**src/verilog/cct_pkg.sv**
```systemverilog
// Package for the two-channel capture/compare timer
package cct_pkg;
	localparam int          CCT_NCH      = 2;
	localparam int          CCT_CW       = 16;
	localparam int          CCT_AW       = 8;
	// Register byte offsets
	localparam logic [7:0]  OFS_COUNTER  = 8'h00;
	localparam logic [7:0]  OFS_CTRL     = 8'h04;
	localparam logic [7:0]  OFS_EDGE     = 8'h08;
	localparam logic [7:0]  OFS_CHCTL    = 8'h0C;
	localparam logic [7:0]  OFS_VALUE    = 8'h14;
	localparam logic [7:0]  OFS_BUFFER   = 8'h1C;
	localparam logic [7:0]  OFS_IRQ_REQ  = 8'h24;
	localparam logic [7:0]  OFS_IRQ_EN   = 8'h28;
	localparam logic [7:0]  OFS_IRQ_PRI0 = 8'h2C;
	localparam logic [7:0]  OFS_IRQ_PRI1 = 8'h30;
	localparam logic [7:0]  OFS_CH_STEP  = 8'h04;
	// Counter control fields
	localparam int          CTL_CLKSEL_W = 3;
	localparam int          CTL_RUN_BIT  = 3;
	localparam int          CTL_MODE_LSB = 4;
	localparam logic [7:0]  CTL_RESET    = 8'h00;
	// Capture edge control fields
	localparam int          EDGE_LSB     = 2;
	localparam int          EDGE_W       = 2;
	localparam logic [7:0]  EDGE_FIXED1  = 8'hC0;
	localparam logic [3:0]  EDGE_RESET   = 4'h0;
	// Channel control fields
	localparam int          CH_OUT_BIT   = 0;
	localparam int          CH_NEXT_BIT  = 1;
	localparam int          CH_FOLL_BIT  = 2;
	localparam logic [7:0]  CH_FIXED1    = 8'hF8;
	localparam logic [2:0]  CH_RESET     = 3'h0;
	// Interrupt factor positions
	localparam int          IRQ_N        = 3;
	localparam int          IRQ_OVF      = 0;
	localparam int          IRQ_CH0      = 1;
	localparam logic [15:0] VEC_OVF      = 16'h000C;
	localparam logic [15:0] VEC_CH0      = 16'h0016;
	localparam logic [15:0] VEC_CH1      = 16'h0018;
	localparam logic [15:0] CNT_MAX      = 16'hFFFF;
	localparam logic [15:0] CNT_ZERO     = 16'h0000;

	typedef enum logic [1:0] {
		EDGE_NONE,
		EDGE_RISE,
		EDGE_FALL,
		EDGE_BOTH
	} cct_edge_t;

	typedef struct packed {
		logic                psel;
		logic                penable;
		logic                pwrite;
		logic [CCT_AW-1:0]   paddr;
		logic [31:0]         pwdata;
	} cct_apb_req_t;

	typedef struct packed {
		logic                pready;
		logic                pslverr;
		logic [31:0]         prdata;
	} cct_apb_rsp_t;
endpackage : cct_pkg

```
**src/verilog/cct_timer.sv**
```systemverilog
// Two-channel capture/compare timer with APB register access
//
// Register access over APB and the register offsets were chosen for this implementation.
`timescale 1ns/1ps
////////////////////////////////////////////////////////////////////////////////
// Overview of operation
// - Valid edge while running captures counter, requests
// - Capture pins sampled on clock falling edge
// - Compare mode compares value against counter continuously
// - Match requests and copies next level out
// - Match shifts following level, reloads compare value
// - Match signal rises one count after equality
// - Output changes when match meets count pulse
// - Undivided count clock: output changes at compare+1
// - Compare request set at next instruction strobe
// - Count pulse comes from time-base divider
// - Each factor sets its request flag
// - Each factor gated by its enable flag
// - Two priority flags per factor, four levels
// - Overflow and both channels use separate vectors
// - Two edge-select bits per channel, reset invalid
// - Control bits select mode and run counter
// - Following-level bit at bit two
////////////////////////////////////////////////////////////////////////////////
module cct_timer
	import cct_pkg::*;
#(
	parameter int NCH = CCT_NCH
) (
	input  wire logic               pclk,
	input  wire logic               presetn,
	input  wire cct_apb_req_t       apb_req,
	output cct_apb_rsp_t            apb_rsp,
	input  wire logic               time_base_clock,
	input  wire logic               instruction_start_strobe,
	input  wire logic [NCH-1:0]     timer_channel_pin_in,
	output logic      [NCH-1:0]     timer_channel_pin_out,
	output logic      [NCH-1:0]     timer_channel_pin_oe,
	output logic      [IRQ_N-1:0]   irq_active,
	output logic      [2*IRQ_N-1:0] irq_level,
	output logic      [16*IRQ_N-1:0] irq_vector
);
	////////////////////////////////////////////////////////////////////////////
	// Register bus decode
	function automatic logic hit(input logic [CCT_AW-1:0] a, input logic [7:0] ofs);
		hit = (a == ofs);
	endfunction : hit

	function automatic logic edge_hit(input logic [1:0] sel, input logic cur, input logic prv);
		case (sel)
			EDGE_RISE: edge_hit = cur & ~prv;
			EDGE_FALL: edge_hit = ~cur & prv;
			EDGE_BOTH: edge_hit = cur ^ prv;
			default:   edge_hit = 1'b0;
		endcase
	endfunction : edge_hit

	logic [CCT_CW-1:0]  free_running_counter_reg;
	logic [CCT_CW-1:0]  free_running_counter_next;
	logic [7:0]         counter_control_reg;
	logic [3:0]         capture_edge_control_reg;
	logic [IRQ_N-1:0]   irq_request_reg0;
	logic [IRQ_N-1:0]   irq_enable_reg0;
	logic [IRQ_N-1:0]   irq_priority_reg0;
	logic [IRQ_N-1:0]   irq_priority_reg1;
	logic [2:0]         chctl_reg    [NCH];
	logic [CCT_CW-1:0]  value_reg    [NCH];
	logic [CCT_CW-1:0]  buffer_reg   [NCH];
	logic [NCH-1:0]     match_reg;
	logic [NCH-1:0]     cmp_pend_reg;
	logic [NCH-1:0]     pin_neg_reg;
	logic [NCH-1:0]     pin_prev_reg;
	logic [NCH-1:0]     capture_ev;
	logic [NCH-1:0]     fire_ev;
	logic [NCH-1:0]     wr_chctl;
	logic [NCH-1:0]     wr_value;
	logic [NCH-1:0]     wr_buffer;
	logic [IRQ_N-1:0]   irq_set;
	logic [IRQ_N-1:0]   irq_request_next;
	logic [31:0]        rdata;
	logic               mapped;

	wire                wr_en       = apb_req.psel & apb_req.penable & apb_req.pwrite;
	wire                wr_counter  = wr_en & hit(apb_req.paddr, OFS_COUNTER);
	wire                wr_ctrl     = wr_en & hit(apb_req.paddr, OFS_CTRL);
	wire                wr_edge     = wr_en & hit(apb_req.paddr, OFS_EDGE);
	wire                wr_req      = wr_en & hit(apb_req.paddr, OFS_IRQ_REQ);
	wire                wr_ien      = wr_en & hit(apb_req.paddr, OFS_IRQ_EN);
	wire                wr_pri0     = wr_en & hit(apb_req.paddr, OFS_IRQ_PRI0);
	wire                wr_pri1     = wr_en & hit(apb_req.paddr, OFS_IRQ_PRI1);
	wire                run         = counter_control_reg[CTL_RUN_BIT];
	wire                tick        = run & time_base_clock;
	wire                wrap        = tick & (free_running_counter_reg == CNT_MAX);

	assign free_running_counter_next = wr_counter ? apb_req.pwdata[CCT_CW-1:0]
		: (tick ? free_running_counter_reg + CCT_CW'(1) : free_running_counter_reg);

	////////////////////////////////////////////////////////////////////////////
	// Counter, control and interrupt flag registers
	assign irq_set[IRQ_OVF] = wrap;
	assign irq_request_next = (wr_req ? apb_req.pwdata[IRQ_N-1:0] : irq_request_reg0) | irq_set;

	always_ff @(posedge pclk or negedge presetn) begin
		if (!presetn) begin
			free_running_counter_reg <= CNT_ZERO;
			counter_control_reg      <= CTL_RESET;
			capture_edge_control_reg <= EDGE_RESET;
			irq_request_reg0         <= '0;
			irq_enable_reg0          <= '0;
			irq_priority_reg0        <= '0;
			irq_priority_reg1        <= '0;
		end else begin
			free_running_counter_reg <= free_running_counter_next;
			irq_request_reg0         <= irq_request_next;
			if (wr_ctrl) counter_control_reg <= {2'b00, apb_req.pwdata[5:0]};
			if (wr_edge) capture_edge_control_reg <= apb_req.pwdata[EDGE_LSB+:4];
			if (wr_ien)  irq_enable_reg0   <= apb_req.pwdata[IRQ_N-1:0];
			if (wr_pri0) irq_priority_reg0 <= apb_req.pwdata[IRQ_N-1:0];
			if (wr_pri1) irq_priority_reg1 <= apb_req.pwdata[IRQ_N-1:0];
		end
	end

	// Capture pins sampled on the falling clock edge
	always_ff @(negedge pclk or negedge presetn) begin
		if (!presetn) begin
			pin_neg_reg <= '0;
		end else begin
			pin_neg_reg <= timer_channel_pin_in;
		end
	end

	always_ff @(posedge pclk or negedge presetn) begin
		if (!presetn) begin
			pin_prev_reg <= '0;
		end else begin
			pin_prev_reg <= pin_neg_reg;
		end
	end

	////////////////////////////////////////////////////////////////////////////
	// Per-channel capture and compare logic
	genvar gi;
	generate
		for (gi = 0; gi < NCH; gi++) begin : g_ch
			localparam logic [7:0] STEP = 8'(OFS_CH_STEP * gi);
			wire cap_mode = counter_control_reg[CTL_MODE_LSB+gi];
			wire eq       = free_running_counter_reg == value_reg[gi];

			assign wr_chctl[gi]  = wr_en & hit(apb_req.paddr, OFS_CHCTL + STEP);
			assign wr_value[gi]  = wr_en & hit(apb_req.paddr, OFS_VALUE + STEP);
			assign wr_buffer[gi] = wr_en & hit(apb_req.paddr, OFS_BUFFER + STEP);
			assign capture_ev[gi] = run & cap_mode
				& edge_hit(capture_edge_control_reg[EDGE_W*gi+:EDGE_W], pin_neg_reg[gi], pin_prev_reg[gi]);
			assign fire_ev[gi] = ~cap_mode & tick & match_reg[gi];
			assign irq_set[IRQ_CH0+gi] = capture_ev[gi] | (cmp_pend_reg[gi] & instruction_start_strobe);
			assign timer_channel_pin_out[gi] = chctl_reg[gi][CH_OUT_BIT];
			assign timer_channel_pin_oe[gi]  = ~cap_mode;

			always_ff @(posedge pclk or negedge presetn) begin
				if (!presetn) begin
					chctl_reg[gi]    <= CH_RESET;
					value_reg[gi]    <= CNT_ZERO;
					buffer_reg[gi]   <= CNT_ZERO;
					match_reg[gi]    <= 1'b0;
					cmp_pend_reg[gi] <= 1'b0;
				end else begin
					if (tick) match_reg[gi] <= ~cap_mode & eq;
					if (wr_buffer[gi]) buffer_reg[gi] <= apb_req.pwdata[CCT_CW-1:0];
					if (capture_ev[gi]) begin
						value_reg[gi] <= free_running_counter_reg;
					end else if (fire_ev[gi]) begin
						value_reg[gi] <= buffer_reg[gi];
					end else if (wr_value[gi]) begin
						value_reg[gi] <= apb_req.pwdata[CCT_CW-1:0];
					end
					if (fire_ev[gi]) begin
						chctl_reg[gi][CH_OUT_BIT]  <= chctl_reg[gi][CH_NEXT_BIT];
						chctl_reg[gi][CH_NEXT_BIT] <= chctl_reg[gi][CH_FOLL_BIT];
					end else if (wr_chctl[gi]) begin
						chctl_reg[gi] <= apb_req.pwdata[2:0];
					end
					if (fire_ev[gi]) begin
						cmp_pend_reg[gi] <= 1'b1;
					end else if (instruction_start_strobe) begin
						cmp_pend_reg[gi] <= 1'b0;
					end
				end
			end
		end
	endgenerate

	////////////////////////////////////////////////////////////////////////////
	// Interrupt outputs
	assign irq_active = irq_request_reg0 & irq_enable_reg0;
	genvar gq;
	generate
		for (gq = 0; gq < IRQ_N; gq++) begin : g_pri
			assign irq_level[2*gq+:2] = {irq_priority_reg1[gq], irq_priority_reg0[gq]};
		end
	endgenerate
	assign irq_vector = {VEC_CH1, VEC_CH0, VEC_OVF};

	////////////////////////////////////////////////////////////////////////////
	// Read data selection
	always_comb begin
		rdata  = '0;
		mapped = 1'b1;
		case (apb_req.paddr)
			OFS_COUNTER:             rdata = {16'h0000, free_running_counter_reg};
			OFS_CTRL:                rdata = {24'h000000, counter_control_reg};
			OFS_EDGE:                rdata = {24'h000000, EDGE_FIXED1 | {2'b00, capture_edge_control_reg, 2'b00}};
			OFS_CHCTL:               rdata = {24'h000000, CH_FIXED1 | {5'h00, chctl_reg[0]}};
			OFS_CHCTL + OFS_CH_STEP: rdata = {24'h000000, CH_FIXED1 | {5'h00, chctl_reg[1]}};
			OFS_VALUE:               rdata = {16'h0000, value_reg[0]};
			OFS_VALUE + OFS_CH_STEP: rdata = {16'h0000, value_reg[1]};
			OFS_BUFFER:              rdata = {16'h0000, buffer_reg[0]};
			OFS_BUFFER + OFS_CH_STEP: rdata = {16'h0000, buffer_reg[1]};
			OFS_IRQ_REQ:             rdata = {29'h0, irq_request_reg0};
			OFS_IRQ_EN:              rdata = {29'h0, irq_enable_reg0};
			OFS_IRQ_PRI0:            rdata = {29'h0, irq_priority_reg0};
			OFS_IRQ_PRI1:            rdata = {29'h0, irq_priority_reg1};
			default:                 mapped = 1'b0;
		endcase
	end

	assign apb_rsp.pready  = 1'b1;
	assign apb_rsp.pslverr = apb_req.psel & apb_req.penable & ~mapped;
	assign apb_rsp.prdata  = (apb_req.psel & ~apb_req.pwrite) ? rdata : 32'h00000000;
endmodule : cct_timer
```
**config.mk**
```make
export PLATFORM = sky130hd
export DESIGN_NAME = cct_timer
export DESIGN_NICKNAME = d
export VERILOG_FILES = /design/src/verilog/cct_pkg.sv /design/src/verilog/cct_timer.sv
export SDC_FILE = /design/constraint.sdc
export NUM_CORES = 1
export LEC_CHECK = 0
export ABC_AREA = 0
export BUFFER_PORTS_ARGS = -buffer_cell sky130_fd_sc_hd__buf_4
export CORE_MARGIN = 8
export CORE_UTILIZATION = 45
export DETAILED_ROUTE_END_ITERATION = 10
export HOLD_SLACK_MARGIN = 0.1
export PLACE_DENSITY = 0.66
export SYNTH_ARGS = -nofsm -noshare
export SYNTH_HDL_FRONTEND = slang
export SYNTH_SLANG_ARGS = --single-unit
```
**constraint.sdc**
```tcl
create_clock -name pclk -period 2.9 [get_ports pclk]
set_input_delay 0.435 -clock pclk [delete_from_list [all_inputs] [get_ports pclk]]
set_output_delay 0.435 -clock pclk [all_outputs]
set_load 0.01 [all_outputs]
```
==> flow_summary.toml <==
[timing]
grt_setup_unrepaired = "true"
fin_hold_ws_ns = 0.250
timing.setup.tns_ns = -17.90
worst_slew_margin_rel_pct = 62.8
setup_viol = 34
worst_slew_pin_slew_ns = 0.556
hold_viol_final = 0
finalMaxSlewViolations = 0
post-route-worst-setup-slack_ns = -0.579
final.setup_skew_ns = 0.0284

[drt]
ant_nets = 0
drt-wirelength-per-cell_um = 21.0
vias = 6049
routed_wl_um = 22800
detail_route.vias_per_cell = 5.58
drtPass1Iterations = 5
number_of_drc_markers_after_the_initial_detailed_route_iteration = 475
drt_drc_violations_left = 0

[pwr]
powerDensity_mw_per_mm2 = 486
power.leakage_nw = 4.66
vdd_drop_max_v = 0.000385
finalPower_mw = 4.49

[critical_path]
crit_end = "value_reg[15]"
timing.critical_path.from = "pin_neg_reg[1]"
cp_max_fo = 9
critPathCaptureType = "register"
ff2ff_setup_slack_ns = -0.58
startpoint_type = "register"
criticalPathCategory = "reg -> reg"
worst_ep_required_time_ns = 3.21
r2r.worst_path.cells = 9
regToRegStartpoint = "pin_neg_reg[1]"
arrival_ns = 3.78
r2r_end = "value_reg[15]"

[synthesis]
synthArstFlopShare_pct = 100
ys_seq_area_share_pct = 37.0
synth_edf_count = 0
postSynth.topFlopCell = "dfrtp_1"
synth_area_per_cell_um2 = 10.1
ys_warn_count = 0
post_synth_inst_count = 778
synthDistinctLibCells = 58
synth.ff_latch_count = 116
synth_area_mm2 = 0.00784

[die]
floorplan.core_area_mm2 = 0.0172
die_width_um = 148
initial_core_util_pct = 45.6
die_area_mm2 = 0.0219
die_h_um = 148
rows = 48
ioPinCount = 144

[grt]
first_global_vias = 6086
initial_antenna_violation_count = 0
grt_max_degree = 93
grt_util_all_layers_pct = 20.6
wire_length_of_the_first_global_routing_pass_um = 34800
remaining_global_route_overflow = 0

[final_layout]
nNetsFinal = 900
final_cells = 1084
final_design_area_no_fill_mm2 = 0.00924
synthToLayoutAreaGrowth_pct = 17.9
most_frequent_cells_in_the_layout = "114 x dfrtp_1, 98 x buf_4, 75 x nand2_1, 72 x mux2_2, 65 x conb_1"
post_route_cells_drive_above_1_share_pct = 31.9
layout.cells.most_common = "dfrtp_1"
register_area_mm2 = 0.00290
inserted_diodes = 0
multiInputGateArea_mm2 = 0.00444
fillers = 1585

[clock_network]
clock_tree_from_tritoncts = "done"
clock_insertion_delay_worst_skew_ns = 0.43
cts.clk_slew.worst_paths_ns = 0.06
tritoncts.num_buffers = 17
ctsHtreeMaxLevel = 4
clock_path_buffers = 2
clockRootBuffer = "clkbuf_16"
number_of_sinks_on_the_clock_net = 116

[placed_design]
placed_area_mm2 = 0.00841
numPortBuffers = 62
globalplace.congestion = 0.856
placed_cells = 1041
detailedPlacementHpwl_um = 15900

[flow_run]
max_cap_viols = 0

[hold_path]
timing.hold.worst.class = "in -> reg"

[outcome]
outcome = "complete, but fails checks"
violations_in_the_final_reports = "negative setup slack"
-- per-layer routing --
layer / vias up / global-route usage [%] / share of wire (%)
li1: 2744 / - / -
met1: 2986 / 26.6 / 43
met2: 283 / 32.5 / 47
met3: 36 / 5.38 / 8.4
met4: 0 / 7.70 / 1.9
met5: - / 0 / 0
-- worst max-delay path, stage by stage, from the launching register on --
cell	delay [ns]
dfrtn_1	0.40
inv_1	0.05
ha_1	0.27
nand2b_4	0.15
a311oi_4	0.26
buf_6	0.16
a41oi_4	0.04
nand2_4	0.14
buf_12	0.16
mux2_4	0.30
-- stage by stage --
step	setup WS (ns)	utilization, %
after floorplan	-0.588	-
after global placement	-0.578	49.0
after detailed placement	-0.625	49.0
after CTS	-0.550	53.1
after global routing	-0.659	53.8
final	-0.579	53.8
-- power by group --
group,switching [mW],internal (mW),leakage [nW],total (mW)
registers,0.0633,1.66,1.60,1.73
logic,0.247,0.160,2.75,0.407
clock network,0.796,1.56,0.303,2.36
total,1.11,3.39,4.66,4.49
-- logic make-up after synthesis --
| kind of cell | count (synthesis) | synth area share (%) |
|---|---|---|
| simple gates | 201 | 13.9 |
| mux | 153 | 22.6 |
| buf+inv | 133 | 10.6 |
| compound gates | 121 | 9.74 |
| flops | 116 | 37.0 |
| xor+xnor | 47 | 5.25 |
| fa+ha+maj | 5 | 0.798 |
| other cells | 2 | 0.0958 |
-- timing repair --
item,4_1_cts,5_1_grt
pin swaps,2,0
cloned,0,1
hold buffers,1,0
gates resized for setup,11,15
endpoints found under the hold margin,22,0
setup buffers,0,9
setup endpoints to repair,34,34
-- layout make-up --
class / instances / area share [%]
Timing Repair Buffer: 110 / 10.0
Multi-Input combinational cell: 592 / 48.0
Clock inverter: 13 / 2.22
Clock buffer: 19 / 4.90
Tap cell: 225 / 3.05
Sequential cell: 116 / 31.4
Inverter: 9 / 0.366
-- cells in the mapped netlist (all sizes together), types with 7 or more instances --
master / number / area (um2)
dfrtp: 114 / 2850
nor4: 10 / 92.6
a21oi: 39 / 195
nand2: 78 / 310
clkbuf: 36 / 135
and3: 7 / 43.8
mux2i: 42 / 420
nand2b: 9 / 56.3
nand3: 22 / 120
xnor2: 9 / 78.8
buf: 88 / 663
a22oi: 12 / 90.1
o21ai: 44 / 220
inv: 9 / 33.8
nand4: 9 / 56.3
xor2: 38 / 333
mux2: 109 / 1300
and2: 9 / 56.3
nor2: 34 / 135
-- worst min-delay path by stage --
stage | from | slack, ns | endpoint | cells past startpoint
6_report | instruction_start_strobe | 0.25 | cmp_pend_reg[0] | 2
3_5_place_dp | presetn | 0.37 | pin_prev_reg[0] | 1
2_1_floorplan | presetn | 0.14 | buffer_reg[0] | 0
5_1_grt | instruction_start_strobe | 0.27 | cmp_pend_reg[1] | 2
4_1_cts | instruction_start_strobe | 0.23 | cmp_pend_reg[0] | 2
3_3_place_gp | presetn | 0.37 | pin_prev_reg[0] | 1
(Power assumes the default switching activity.)
